==> config.mk <==
export PLATFORM = sky130hd
export DESIGN_NAME = isr_status
export DESIGN_NICKNAME = d
export VERILOG_FILES = /design/src/isr_pkg.sv /design/src/isr_status.sv
export SDC_FILE = /design/constraint.sdc
export NUM_CORES = 1
export LEC_CHECK = 0
export BUFFER_PORTS_ARGS = -buffer_cell sky130_fd_sc_hd__buf_2
export CAP_MARGIN = 20
export CORE_AREA = 2 2 155 157
export DETAILED_ROUTE_END_ITERATION = 8
export DIE_AREA = 0 0 157 159
export PLACE_DENSITY = 0.56
export SLEW_MARGIN = 30
export SYNTH_ARGS = -nofsm -noshare
export SYNTH_HDL_FRONTEND = slang
export SYNTH_SLANG_ARGS = --single-unit
==> constraint.sdc <==
create_clock -name i_clk -period 8.5 [get_ports i_clk]
set_clock_uncertainty 0.1 [all_clocks]
set_input_delay 2.55 -clock i_clk [delete_from_list [all_inputs] [get_ports i_clk]]
set_output_delay 2.55 -clock i_clk [all_outputs]
set_load 0.02 [all_outputs]
==> src/isr_pkg.sv <==
// Summary of operation
// - There are two independent groups, operation and questionable, each with condition, enable, event, falling filter and rising filter.
// - Operation condition shows constant current at bit 10, constant voltage at bit 8, trigger wait at bit 5, others unused.
// - Operation condition is read-only and shows the live, unlatched state when read.
// - Status bit 7 is the OR of operation event bits whose enable bit is set.
// - Operation enable is read/write, accepts 0 to 32727, and resets to zero.
// - Operation event is read-only and latches each enabled event that passes the transition filters.
// - Reading operation event returns its contents and then clears it.
// - A set falling filter bit makes a 1-to-0 change of the enabled condition bit set the event bit.
// - A set rising filter bit makes a 0-to-1 change of the enabled condition bit set the event bit.
// - Writing a filter bit to 1 while the condition already sits in the detected state sets the event bit at once.
// - Both filter registers are read/write, accept 0 to 32727, and reset to zero.
// - Preset clears falling filters and enables in both groups and loads rising filters with 1313 and 1555.
// - Questionable condition shows unregulated at bit 10, remote inhibit at 9, thermal at 4, overcurrent at 1, overvoltage at 0.
// - Questionable condition is read-only and shows the live, unlatched state when read.
// - Status bit 3 is the OR of questionable event bits whose enable bit is set.
package isr_pkg;
   localparam int REG_W = 16;
   localparam logic [15:0] VALUE_MAX = 16'h7fd7; // 32727
   localparam logic [15:0] MASK_RESET = 16'h0000;
   localparam logic [15:0] OP_RISE_PRESET = 16'h0521; // 1313
   localparam logic [15:0] QU_RISE_PRESET = 16'h0613; // 1555
   // Condition bit positions
   localparam int OP_CC_BIT = 10;
   localparam int OP_CV_BIT = 8;
   localparam int OP_WTG_BIT = 5;
   localparam int QU_UNR_BIT = 10;
   localparam int QU_RI_BIT = 9;
   localparam int QU_OT_BIT = 4;
   localparam int QU_OC_BIT = 1;
   localparam int QU_OV_BIT = 0;
   localparam logic [15:0] OP_USED = 16'h0520;
   localparam logic [15:0] QU_USED = 16'h0613;

   typedef enum logic [1:0] {
      ISR_OP_NONE = 2'b00,
      ISR_OP_READ = 2'b01,
      ISR_OP_WRITE = 2'b10,
      ISR_OP_PRESET = 2'b11
   } isr_op_t;

   typedef enum logic [3:0] {
      ISR_OP_COND = 4'h0,
      ISR_OP_ENAB = 4'h1,
      ISR_OP_EVENT = 4'h2,
      ISR_OP_FALL = 4'h3,
      ISR_OP_RISE = 4'h4,
      ISR_QU_COND = 4'h5,
      ISR_QU_ENAB = 4'h6,
      ISR_QU_EVENT = 4'h7,
      ISR_QU_FALL = 4'h8,
      ISR_QU_RISE = 4'h9
   } isr_sel_t;

   typedef struct packed {
      isr_op_t op;
      isr_sel_t sel;
      logic [15:0] wdata;
   } isr_cmd_t;

   typedef struct packed {
      logic [15:0] sync1;
      logic [15:0] sync2;
      logic [15:0] prev;
      logic [15:0] enable;
      logic [15:0] event_bits;
      logic [15:0] fall;
      logic [15:0] rise;
   } isr_grp_t;

   typedef struct packed {
      isr_grp_t op;
      isr_grp_t qu;
      logic rd_valid;
      logic [15:0] rd_data;
      logic op_summary;
      logic qu_summary;
   } isr_state_t;
endpackage : isr_pkg

==> src/isr_status.sv <==
`timescale 1ns/100ps
`default_nettype none
module isr_status (
   input wire logic i_clk,
   input wire logic i_resetn,
   input wire logic i_cmd_valid,
   input wire isr_pkg::isr_cmd_t i_cmd,
   input wire logic i_constant_current_flag,
   input wire logic i_constant_voltage_flag,
   input wire logic i_trigger_wait_flag,
   input wire logic i_regulation_lost_flag,
   input wire logic i_remote_inhibit_flag,
   input wire logic i_thermal_trip_flag,
   input wire logic i_current_limit_trip,
   input wire logic i_high_voltage_trip,
   output logic o_rd_valid,
   output logic [15:0] o_rd_data,
   output logic o_op_summary,
   output logic o_qu_summary
);
   isr_pkg::isr_state_t state_ff;
   isr_pkg::isr_state_t nxt_state;
   logic [15:0] op_pins;
   logic [15:0] qu_pins;

   // Pack pin flags; unused positions stay zero
   always_comb begin
      op_pins = '0;
      op_pins[isr_pkg::OP_CC_BIT] = i_constant_current_flag;
      op_pins[isr_pkg::OP_CV_BIT] = i_constant_voltage_flag;
      op_pins[isr_pkg::OP_WTG_BIT] = i_trigger_wait_flag;
      qu_pins = '0;
      qu_pins[isr_pkg::QU_UNR_BIT] = i_regulation_lost_flag;
      qu_pins[isr_pkg::QU_RI_BIT] = i_remote_inhibit_flag;
      qu_pins[isr_pkg::QU_OT_BIT] = i_thermal_trip_flag;
      qu_pins[isr_pkg::QU_OC_BIT] = i_current_limit_trip;
      qu_pins[isr_pkg::QU_OV_BIT] = i_high_voltage_trip;
   end

   // One group's next state
   function automatic isr_pkg::isr_grp_t grp_next(
      input isr_pkg::isr_grp_t g,
      input logic [15:0] pins,
      input logic [15:0] used,
      input logic [15:0] rise_preset,
      input logic preset,
      input logic wr_enab,
      input logic wr_fall,
      input logic wr_rise,
      input logic rd_event,
      input logic [15:0] wdata
   );
      isr_pkg::isr_grp_t n;
      logic [15:0] rose;
      logic [15:0] fell;
      logic [15:0] hits;
      logic ok;
      n = g;
      ok = (wdata <= isr_pkg::VALUE_MAX);
      n.sync1 = pins & used;
      n.sync2 = g.sync1;
      n.prev = g.sync2;
      rose = g.sync2 & ~g.prev;
      fell = ~g.sync2 & g.prev;
      hits = g.enable & ((g.rise & rose) | (g.fall & fell));
      // Filter write while condition already matches
      if (wr_rise && ok) begin
         hits = hits | (g.enable & wdata & g.sync2);
      end
      if (wr_fall && ok) begin
         hits = hits | (g.enable & wdata & ~g.sync2 & used);
      end
      if (wr_enab && ok) begin
         n.enable = wdata;
      end
      if (wr_fall && ok) begin
         n.fall = wdata;
      end
      if (wr_rise && ok) begin
         n.rise = wdata;
      end
      if (preset) begin
         n.enable = isr_pkg::MASK_RESET;
         n.fall = isr_pkg::MASK_RESET;
         n.rise = rise_preset;
      end
      // Clear on read, new events win
      n.event_bits = (rd_event ? isr_pkg::MASK_RESET : g.event_bits) | (hits & used);
      return n;
   endfunction : grp_next

   // Command decode and both groups
   always_comb begin
      logic rd;
      logic wr;
      logic pre;
      rd = i_cmd_valid && (i_cmd.op == isr_pkg::ISR_OP_READ);
      wr = i_cmd_valid && (i_cmd.op == isr_pkg::ISR_OP_WRITE);
      pre = i_cmd_valid && (i_cmd.op == isr_pkg::ISR_OP_PRESET);
      nxt_state = state_ff;
      nxt_state.op = grp_next(state_ff.op, op_pins, isr_pkg::OP_USED, isr_pkg::OP_RISE_PRESET, pre,
         wr && (i_cmd.sel == isr_pkg::ISR_OP_ENAB), wr && (i_cmd.sel == isr_pkg::ISR_OP_FALL),
         wr && (i_cmd.sel == isr_pkg::ISR_OP_RISE), rd && (i_cmd.sel == isr_pkg::ISR_OP_EVENT), i_cmd.wdata);
      nxt_state.qu = grp_next(state_ff.qu, qu_pins, isr_pkg::QU_USED, isr_pkg::QU_RISE_PRESET, pre,
         wr && (i_cmd.sel == isr_pkg::ISR_QU_ENAB), wr && (i_cmd.sel == isr_pkg::ISR_QU_FALL),
         wr && (i_cmd.sel == isr_pkg::ISR_QU_RISE), rd && (i_cmd.sel == isr_pkg::ISR_QU_EVENT), i_cmd.wdata);
      nxt_state.rd_valid = rd;
      nxt_state.rd_data = '0;
      if (rd) begin
         case (i_cmd.sel)
            isr_pkg::ISR_OP_COND: nxt_state.rd_data = state_ff.op.sync2;
            isr_pkg::ISR_OP_ENAB: nxt_state.rd_data = state_ff.op.enable;
            isr_pkg::ISR_OP_EVENT: nxt_state.rd_data = state_ff.op.event_bits;
            isr_pkg::ISR_OP_FALL: nxt_state.rd_data = state_ff.op.fall;
            isr_pkg::ISR_OP_RISE: nxt_state.rd_data = state_ff.op.rise;
            isr_pkg::ISR_QU_COND: nxt_state.rd_data = state_ff.qu.sync2;
            isr_pkg::ISR_QU_ENAB: nxt_state.rd_data = state_ff.qu.enable;
            isr_pkg::ISR_QU_EVENT: nxt_state.rd_data = state_ff.qu.event_bits;
            isr_pkg::ISR_QU_FALL: nxt_state.rd_data = state_ff.qu.fall;
            isr_pkg::ISR_QU_RISE: nxt_state.rd_data = state_ff.qu.rise;
            default: nxt_state.rd_data = '0;
         endcase
      end
      nxt_state.op_summary = |(nxt_state.op.event_bits & nxt_state.op.enable);
      nxt_state.qu_summary = |(nxt_state.qu.event_bits & nxt_state.qu.enable);
   end

   // State register
   always_ff @(posedge i_clk) begin
      if (!i_resetn) begin
         state_ff <= '0;
      end else begin
         state_ff <= nxt_state;
      end
   end

   assign o_rd_valid = state_ff.rd_valid;
   assign o_rd_data = state_ff.rd_data;
   assign o_op_summary = state_ff.op_summary;
   assign o_qu_summary = state_ff.qu_summary;
endmodule : isr_status
`default_nettype wire

==> flow_summary.ini, run 1 <==
[clock_tree]
post_cts_resize_count = 0
clockRootBuffer = clkbuf_16
clock_latency_on_the_worst_skew_pair_ps = 440
max-clock-path-buffers = 2
cts_tree = built
htreeDepth = 4
clkSinkCount = 171
postCtsHoldBufs = 0
cts-buffers-inserted = 17
cts_post_setup_buffers_inserted = 0
post_cts_clock_slew_at_the_launch_and_capture_registers_of_the_worst_setup_and_hold_paths_ps = 70

[placed_design]
place.gp.congestion = 0.831
io_buffer_count = 51
pre_cts_slack_ps = 2680
hpwl_um = 14300

[worst_setup_path]
crit_required_ps = 8700
regToRegStartpoint = state_ff[56]
worst-path-max-fanout = 17
worst-r2r-cell-count = 7
timing.reg2reg.setup_slack_ps = 6460
startpoint_type = input pin
critical_path.endpoint_type = flop
worstPathArrival_ps = 5600
worst-setup-path-type = in2reg
reg2reg_to = o_qu_summary

[floorplanning]
std_cell_rows = 56
die_y_um = 159
initial_utilization = 0.308
floorplan.die_area_um2 = 25000
io_pins = 52
floorplan.die.width_um = 157
placeableCoreArea_um2 = 23200

[job]
cap_viol_max_count = 0

[global_route]
global_route.usage.met2 = 0.299
global_route.usage.total = 0.187
grt_most_used_layer = met2
wire_length_of_the_first_global_routing_pass_um = 35500
grt-ovfl-total = 0
grt_max_degree = 58
groute.layer.met1.usage = 0.253
grt_pass1_vias = 5957
grtUsageMet3 = 0.0329
number_of_antenna_violations_at_the_first_check_in_global_routing = 0

[route]
ant_nets = 0
post_drt_wl_per_cell_um = 20.1
total_wirelength_um = 23000
route.vias.total = 6159
drt_pass1_iterations = 5
detail_route.iter0.violations = 780
post_drt_via_cell_ratio = 5.36
remaining_drc_errors = 0

[worst_hold_path]
hold_depth = 1
whs_endpoint = nxt_state[93]
hp-class = reg2reg
holdCritStartpoint = nxt_state[109]

[synthesis]
postSynthRegisterBits = 171
synth-warning-count = 0
synth_largest_area_cell = dfxtp_1
synth_cell_type_count = 60
postSynth.topFlopCell = dfxtp_1
synth_top_cells_by_count = 171 x dfxtp_1, 166 x nand2_1, 78 x a21oi_1
syn-cell-area_um2 = 7140
sequential_to_total_area_share_from_yosys_stat = 0.480
synth_enable_flop_cells = 0
postSynthAreaPerCell_um2 = 8.70
yosys.cell_count.top_type = dfxtp_1
ys_async_sr_fraction = 0
synthesis.nets = 853
netlist.area_leader.share = 0.480
synthesis.instances = 820
synth.top_cells.by_area = dfxtp_1 48%, nand2_1 8.7%, a21oi_1 5.5%, a22oi_1 3.6%, mux2i_1 3.2%

[run_status]
outcome = finished, final reports clean

[power]
cellLeakagePower_nw = 2.81
power.ir.vdd_worst_uv = 146
p_per_area_nw_per_um2 = 211

[timing]
fin_crit_ps = 5410
max_freq_ghz = 0.185
setup_viol = 0
drv_slew = 0
final_critical_path_setup_slack_ps = 3090
timing_worst_slew_pin_value_ps = 1050
slew-limit-headroom = 0.301
layout_worst_path_cycle_share = 0.636
finalHoldViolCount = 0
rsz0062_at_grt = false
setup-tns-final_ps = 0

[final_layout]
final_layout_size_suffix_gt1_frac = 0.131
area.growth.synth_to_final_pct = 12.8
multi_input_area_um2 = 3230
antenna_cells = 0
layout.core_utilization = 0.347
fillCellCount = 2355
final_nets = 849
layout.area.seq_um2 = 3420
==> flip-flops by register name, summed over array words and instances (netlist names) <==
register      count
nxt_state        16
o_rd_valid        1
o_rd_data        16
o_qu_summary      1
o_op_summary      1
state_ff        136
==> how the worst max path moves through the flow <==
| stage | start | end | cells after the start |
|---|---|---|---|
| after floorplan | i_cmd[17] | o_op_summary | 9 |
| after global placement | i_cmd[18] | o_qu_summary | 8 |
| after detailed placement | i_cmd[18] | o_qu_summary | 8 |
| after CTS | i_cmd[18] | o_qu_summary | 8 |
| after global routing | i_cmd[18] | o_qu_summary | 8 |
| final | i_cmd[18] | o_qu_summary | 8 |
==> report_power, final <==
group          leakage [nW]  internal, mW  switching (mW)
Combinational          1.14        0.0193          0.0528
Sequential             1.38         0.809         0.00573
Clock                 0.288         0.456           0.353
Total                  2.81          1.28           0.412
==> worst max-delay path: stages <==
cell and delay (ps):
buf_2 270, nor2b_1 350, and3b_1 780, and3_1 770
mux2i_1 330, o221ai_1 170, a221oi_2 240, a41oi_1 140
==> layer usage <==
metal  wire [µm]  share of wire  vias to the layer above
met2       10700           0.47                      281
met5           0              0                        -
met4         452          0.020                        0
li1            -              -                     2879
met1       10300           0.45                     2957
met3        1580          0.069                       42
==> final cells by class <==
cell class              count  area share
inverters                  17     0.00793
well taps                 319      0.0496
multi-input cells         548       0.401
repair buffers             61      0.0410
flip-flops and latches    171       0.425
clock buffers              19      0.0563
clock inverters            13      0.0190
==> kinds of logic after synthesis <==
logic type / after synthesis / share of synthesized area
flip-flops: 171 / 0.480
AO/OA/AOI/OAI: 223 / 0.207
buffers and inverters: 101 / 0.0684
AND/OR/NAND/NOR: 300 / 0.210
multiplexers: 25 / 0.0354
==> cell usage in the layout, fill, tap and decap left out, types with 2 or more instances in the layout <==
master and n:
a21o_1 2, a21oi_1 78, a221oi_1 18, a222oi_1 4
a22o_1 13, a22oi_1 34, a31oi_1 29, a32o_1 2
a32oi_1 2, a41oi_1 2, and2_1 33, and3_1 35
buf_2 51, buf_4 10, bufinv_16 2, clkbuf_16 17
clkbuf_8 2, clkinvlp_4 3, dfxtp_1 171, inv_1 17
inv_6 7, mux2_2 2, mux2i_1 23, nand2_1 165
nand2b_1 5, nand3_1 6, nand3b_1 2, nand4_1 3
nor2_1 28, nor2b_1 2, nor3b_1 3, nor4b_4 2
o21ai_0 20, o221ai_1 4, o22ai_1 2, o311a_1 2
o31ai_1 2
==> per-stage QoR <==
step	area [µm²]	power (mW)	hold WS [ps]	std cells
floorplan	7140	0.876	312	820
global placement	7440	0.903	314	1116
detailed placement	7440	0.904	318	1116
CTS	8050	1.70	333	1148
global route	8050	1.74	342	1148
finish	8050	1.70	328	1148
(Power assumes the default switching activity.)
==> inputs of run 2 (changes only) <==
clock period = 5.05 ns   (was 8.5 ns; I/O delays follow)
==> run 2 against run 1 <==
Compared with the run above: critical path depth rose by 1; cell area rose by 0.12%; count of clock-buffer cells in the layout rose by 3; global-route usage rose by 0.33 points; hold slack improved by 1.5 ps; via count rose by 1.9%; non-clock buffer count rose by 9; critical endpoint unchanged; largest cell class unchanged; largest power group unchanged; highest routed layer unchanged.
==> flow_summary.ini, run 2 (synthesis gave the netlist of run 1 again) <==
[timing]
slew-limit-headroom = 0.382
timing_worst_slew_pin_value_ps = 925
setup-tns-final_ps = 0
setup_viol = 0
final_critical_path_setup_slack_ps = 847
finalHoldViolCount = 0
drv_slew = 0
rsz0062_at_grt = false
fin_crit_ps = 4200
max_freq_ghz = 0.238
layout_worst_path_cycle_share = 0.832

[clock_tree]
cts_tree = built
post_cts_resize_count = 0
clockRootBuffer = clkbuf_16
clkSinkCount = 171
htreeDepth = 4
cts-buffers-inserted = 17
post_cts_clock_slew_at_the_launch_and_capture_registers_of_the_worst_setup_and_hold_paths_ps = 60
clock_latency_on_the_worst_skew_pair_ps = 430
cts_post_setup_buffers_inserted = 0
max-clock-path-buffers = 2
postCtsHoldBufs = 0

[route]
post_drt_wl_per_cell_um = 20.3
drt_pass1_iterations = 6
route.vias.total = 6279
post_drt_via_cell_ratio = 5.44
ant_nets = 0
remaining_drc_errors = 0
total_wirelength_um = 23400
detail_route.iter0.violations = 637

[worst_setup_path]
worstPathArrival_ps = 4400
crit_required_ps = 5250
startpoint_type = input pin
critical_path.endpoint_type = flop
worst-path-max-fanout = 13
worst-setup-path-type = in2reg

[placed_design]
dp.cells = 1125
io_buffer_count = 51
place.gp.congestion = 0.844
pre_cts_slack_ps = 457
hpwl_um = 14700

[global_route]
global_route.usage.total = 0.190
wire_length_of_the_first_global_routing_pass_um = 36000
grt-ovfl-total = 0
number_of_antenna_violations_at_the_first_check_in_global_routing = 0
grt_pass1_vias = 5925
grt_max_degree = 79

[power]
power.ir.vdd_worst_uv = 260
p_per_area_nw_per_um2 = 337
cellLeakagePower_nw = 2.83

[final_layout]
final_nets = 858
stdcell_count = 1155
final_cell_mix = 171 x dfxtp_1, 165 x nand2_1, 78 x a21oi_1, 51 x buf_2, 35 x and3_1
final_layout_size_suffix_gt1_frac = 0.135
largest_register_by_flop_count = state_ff
antenna_cells = 0
area.growth.synth_to_final_pct = 12.9
largest_register_ffs = 136
final_common_cell = dfxtp_1

[floorplanning]
initial_utilization = 0.308
floorplan.die.width_um = 157
placeableCoreArea_um2 = 23200
std_cell_rows = 56
die_y_um = 159
io_pins = 52
floorplan.die_area_um2 = 25000

[job]
cap_viol_max_count = 0

[worst_hold_path]
hp-class = reg2reg

[run_status]
outcome = finished, final reports clean
-- run 2: cell types whose count changed in the layout (fill, tap and decap cells not counted), moves of 2 or more --
cell        delta
buf_4          +8
clkbuf_1       +3
clkinv_2       +5
clkinvlp_4     -2
inv_6          -7
-- run 2: path summary, 6_finish.rpt --
| path | startpoint | end | slack [ps] | cells after the start |
|---|---|---|---|---|
| hold / removal | nxt_state[216] | nxt_state[200] | 330 | 1 |
| hold reg to reg | nxt_state[216] | nxt_state[200] | 330 | 1 |
| setup reg to reg | state_ff[72] | o_qu_summary | 2940 | 7 |
| setup / recovery | i_cmd[18] | o_qu_summary | 850 | 9 |
-- run 2: metal layers --
layer,vias to the layer above,track usage,share of wire
met3,45,0.0332,0.066
met1,3091,0.254,0.44
met5,-,0,0
met2,258,0.304,0.46
met4,0,0.0767,0.028
li1,2885,-,-
-- run 2: area by class of cell --
cell class | instances | area (µm²)
Clock inverter | 8 | 71.3
Timing Repair Buffer | 70 | 410
Multi-Input combinational cell | 548 | 3230
Clock buffer | 22 | 464
Inverter | 17 | 63.8
Tap cell | 319 | 399
Fill cell | 2408 | 15100
Sequential cell | 171 | 3420
-- run 2: per-stage QoR --
step | area, µm² | hold WS [ps] | utilization | total power [mW]
5_1_grt | 8060 | 351 | 0.348 | 2.81
4_1_cts | 8060 | 333 | 0.348 | 2.73
3_3_place_gp | 7520 | 316 | 0.324 | 1.52
6_report | 8060 | 329 | 0.348 | 2.72
3_5_place_dp | 7520 | 318 | 0.324 | 1.52
2_1_floorplan | 7140 | 312 | - | 1.47
-- run 2: critical path, cell delays in order --
cell and delay, ps:
buf_2 290, nor2b_1 370, and3b_1 240, and3_1 600, buf_4 310, mux2i_1 390
o221ai_1 210, a221oi_2 310, a41oi_1 150
-- run 2: where the power goes --
group | internal (mW) | total [mW] | leakage, nW | switching (mW)
clock | 0.695 | 1.22 | 0.265 | 0.526
sequential | 1.36 | 1.37 | 1.38 | 0.00916
combinational | 0.0349 | 0.124 | 1.19 | 0.0892
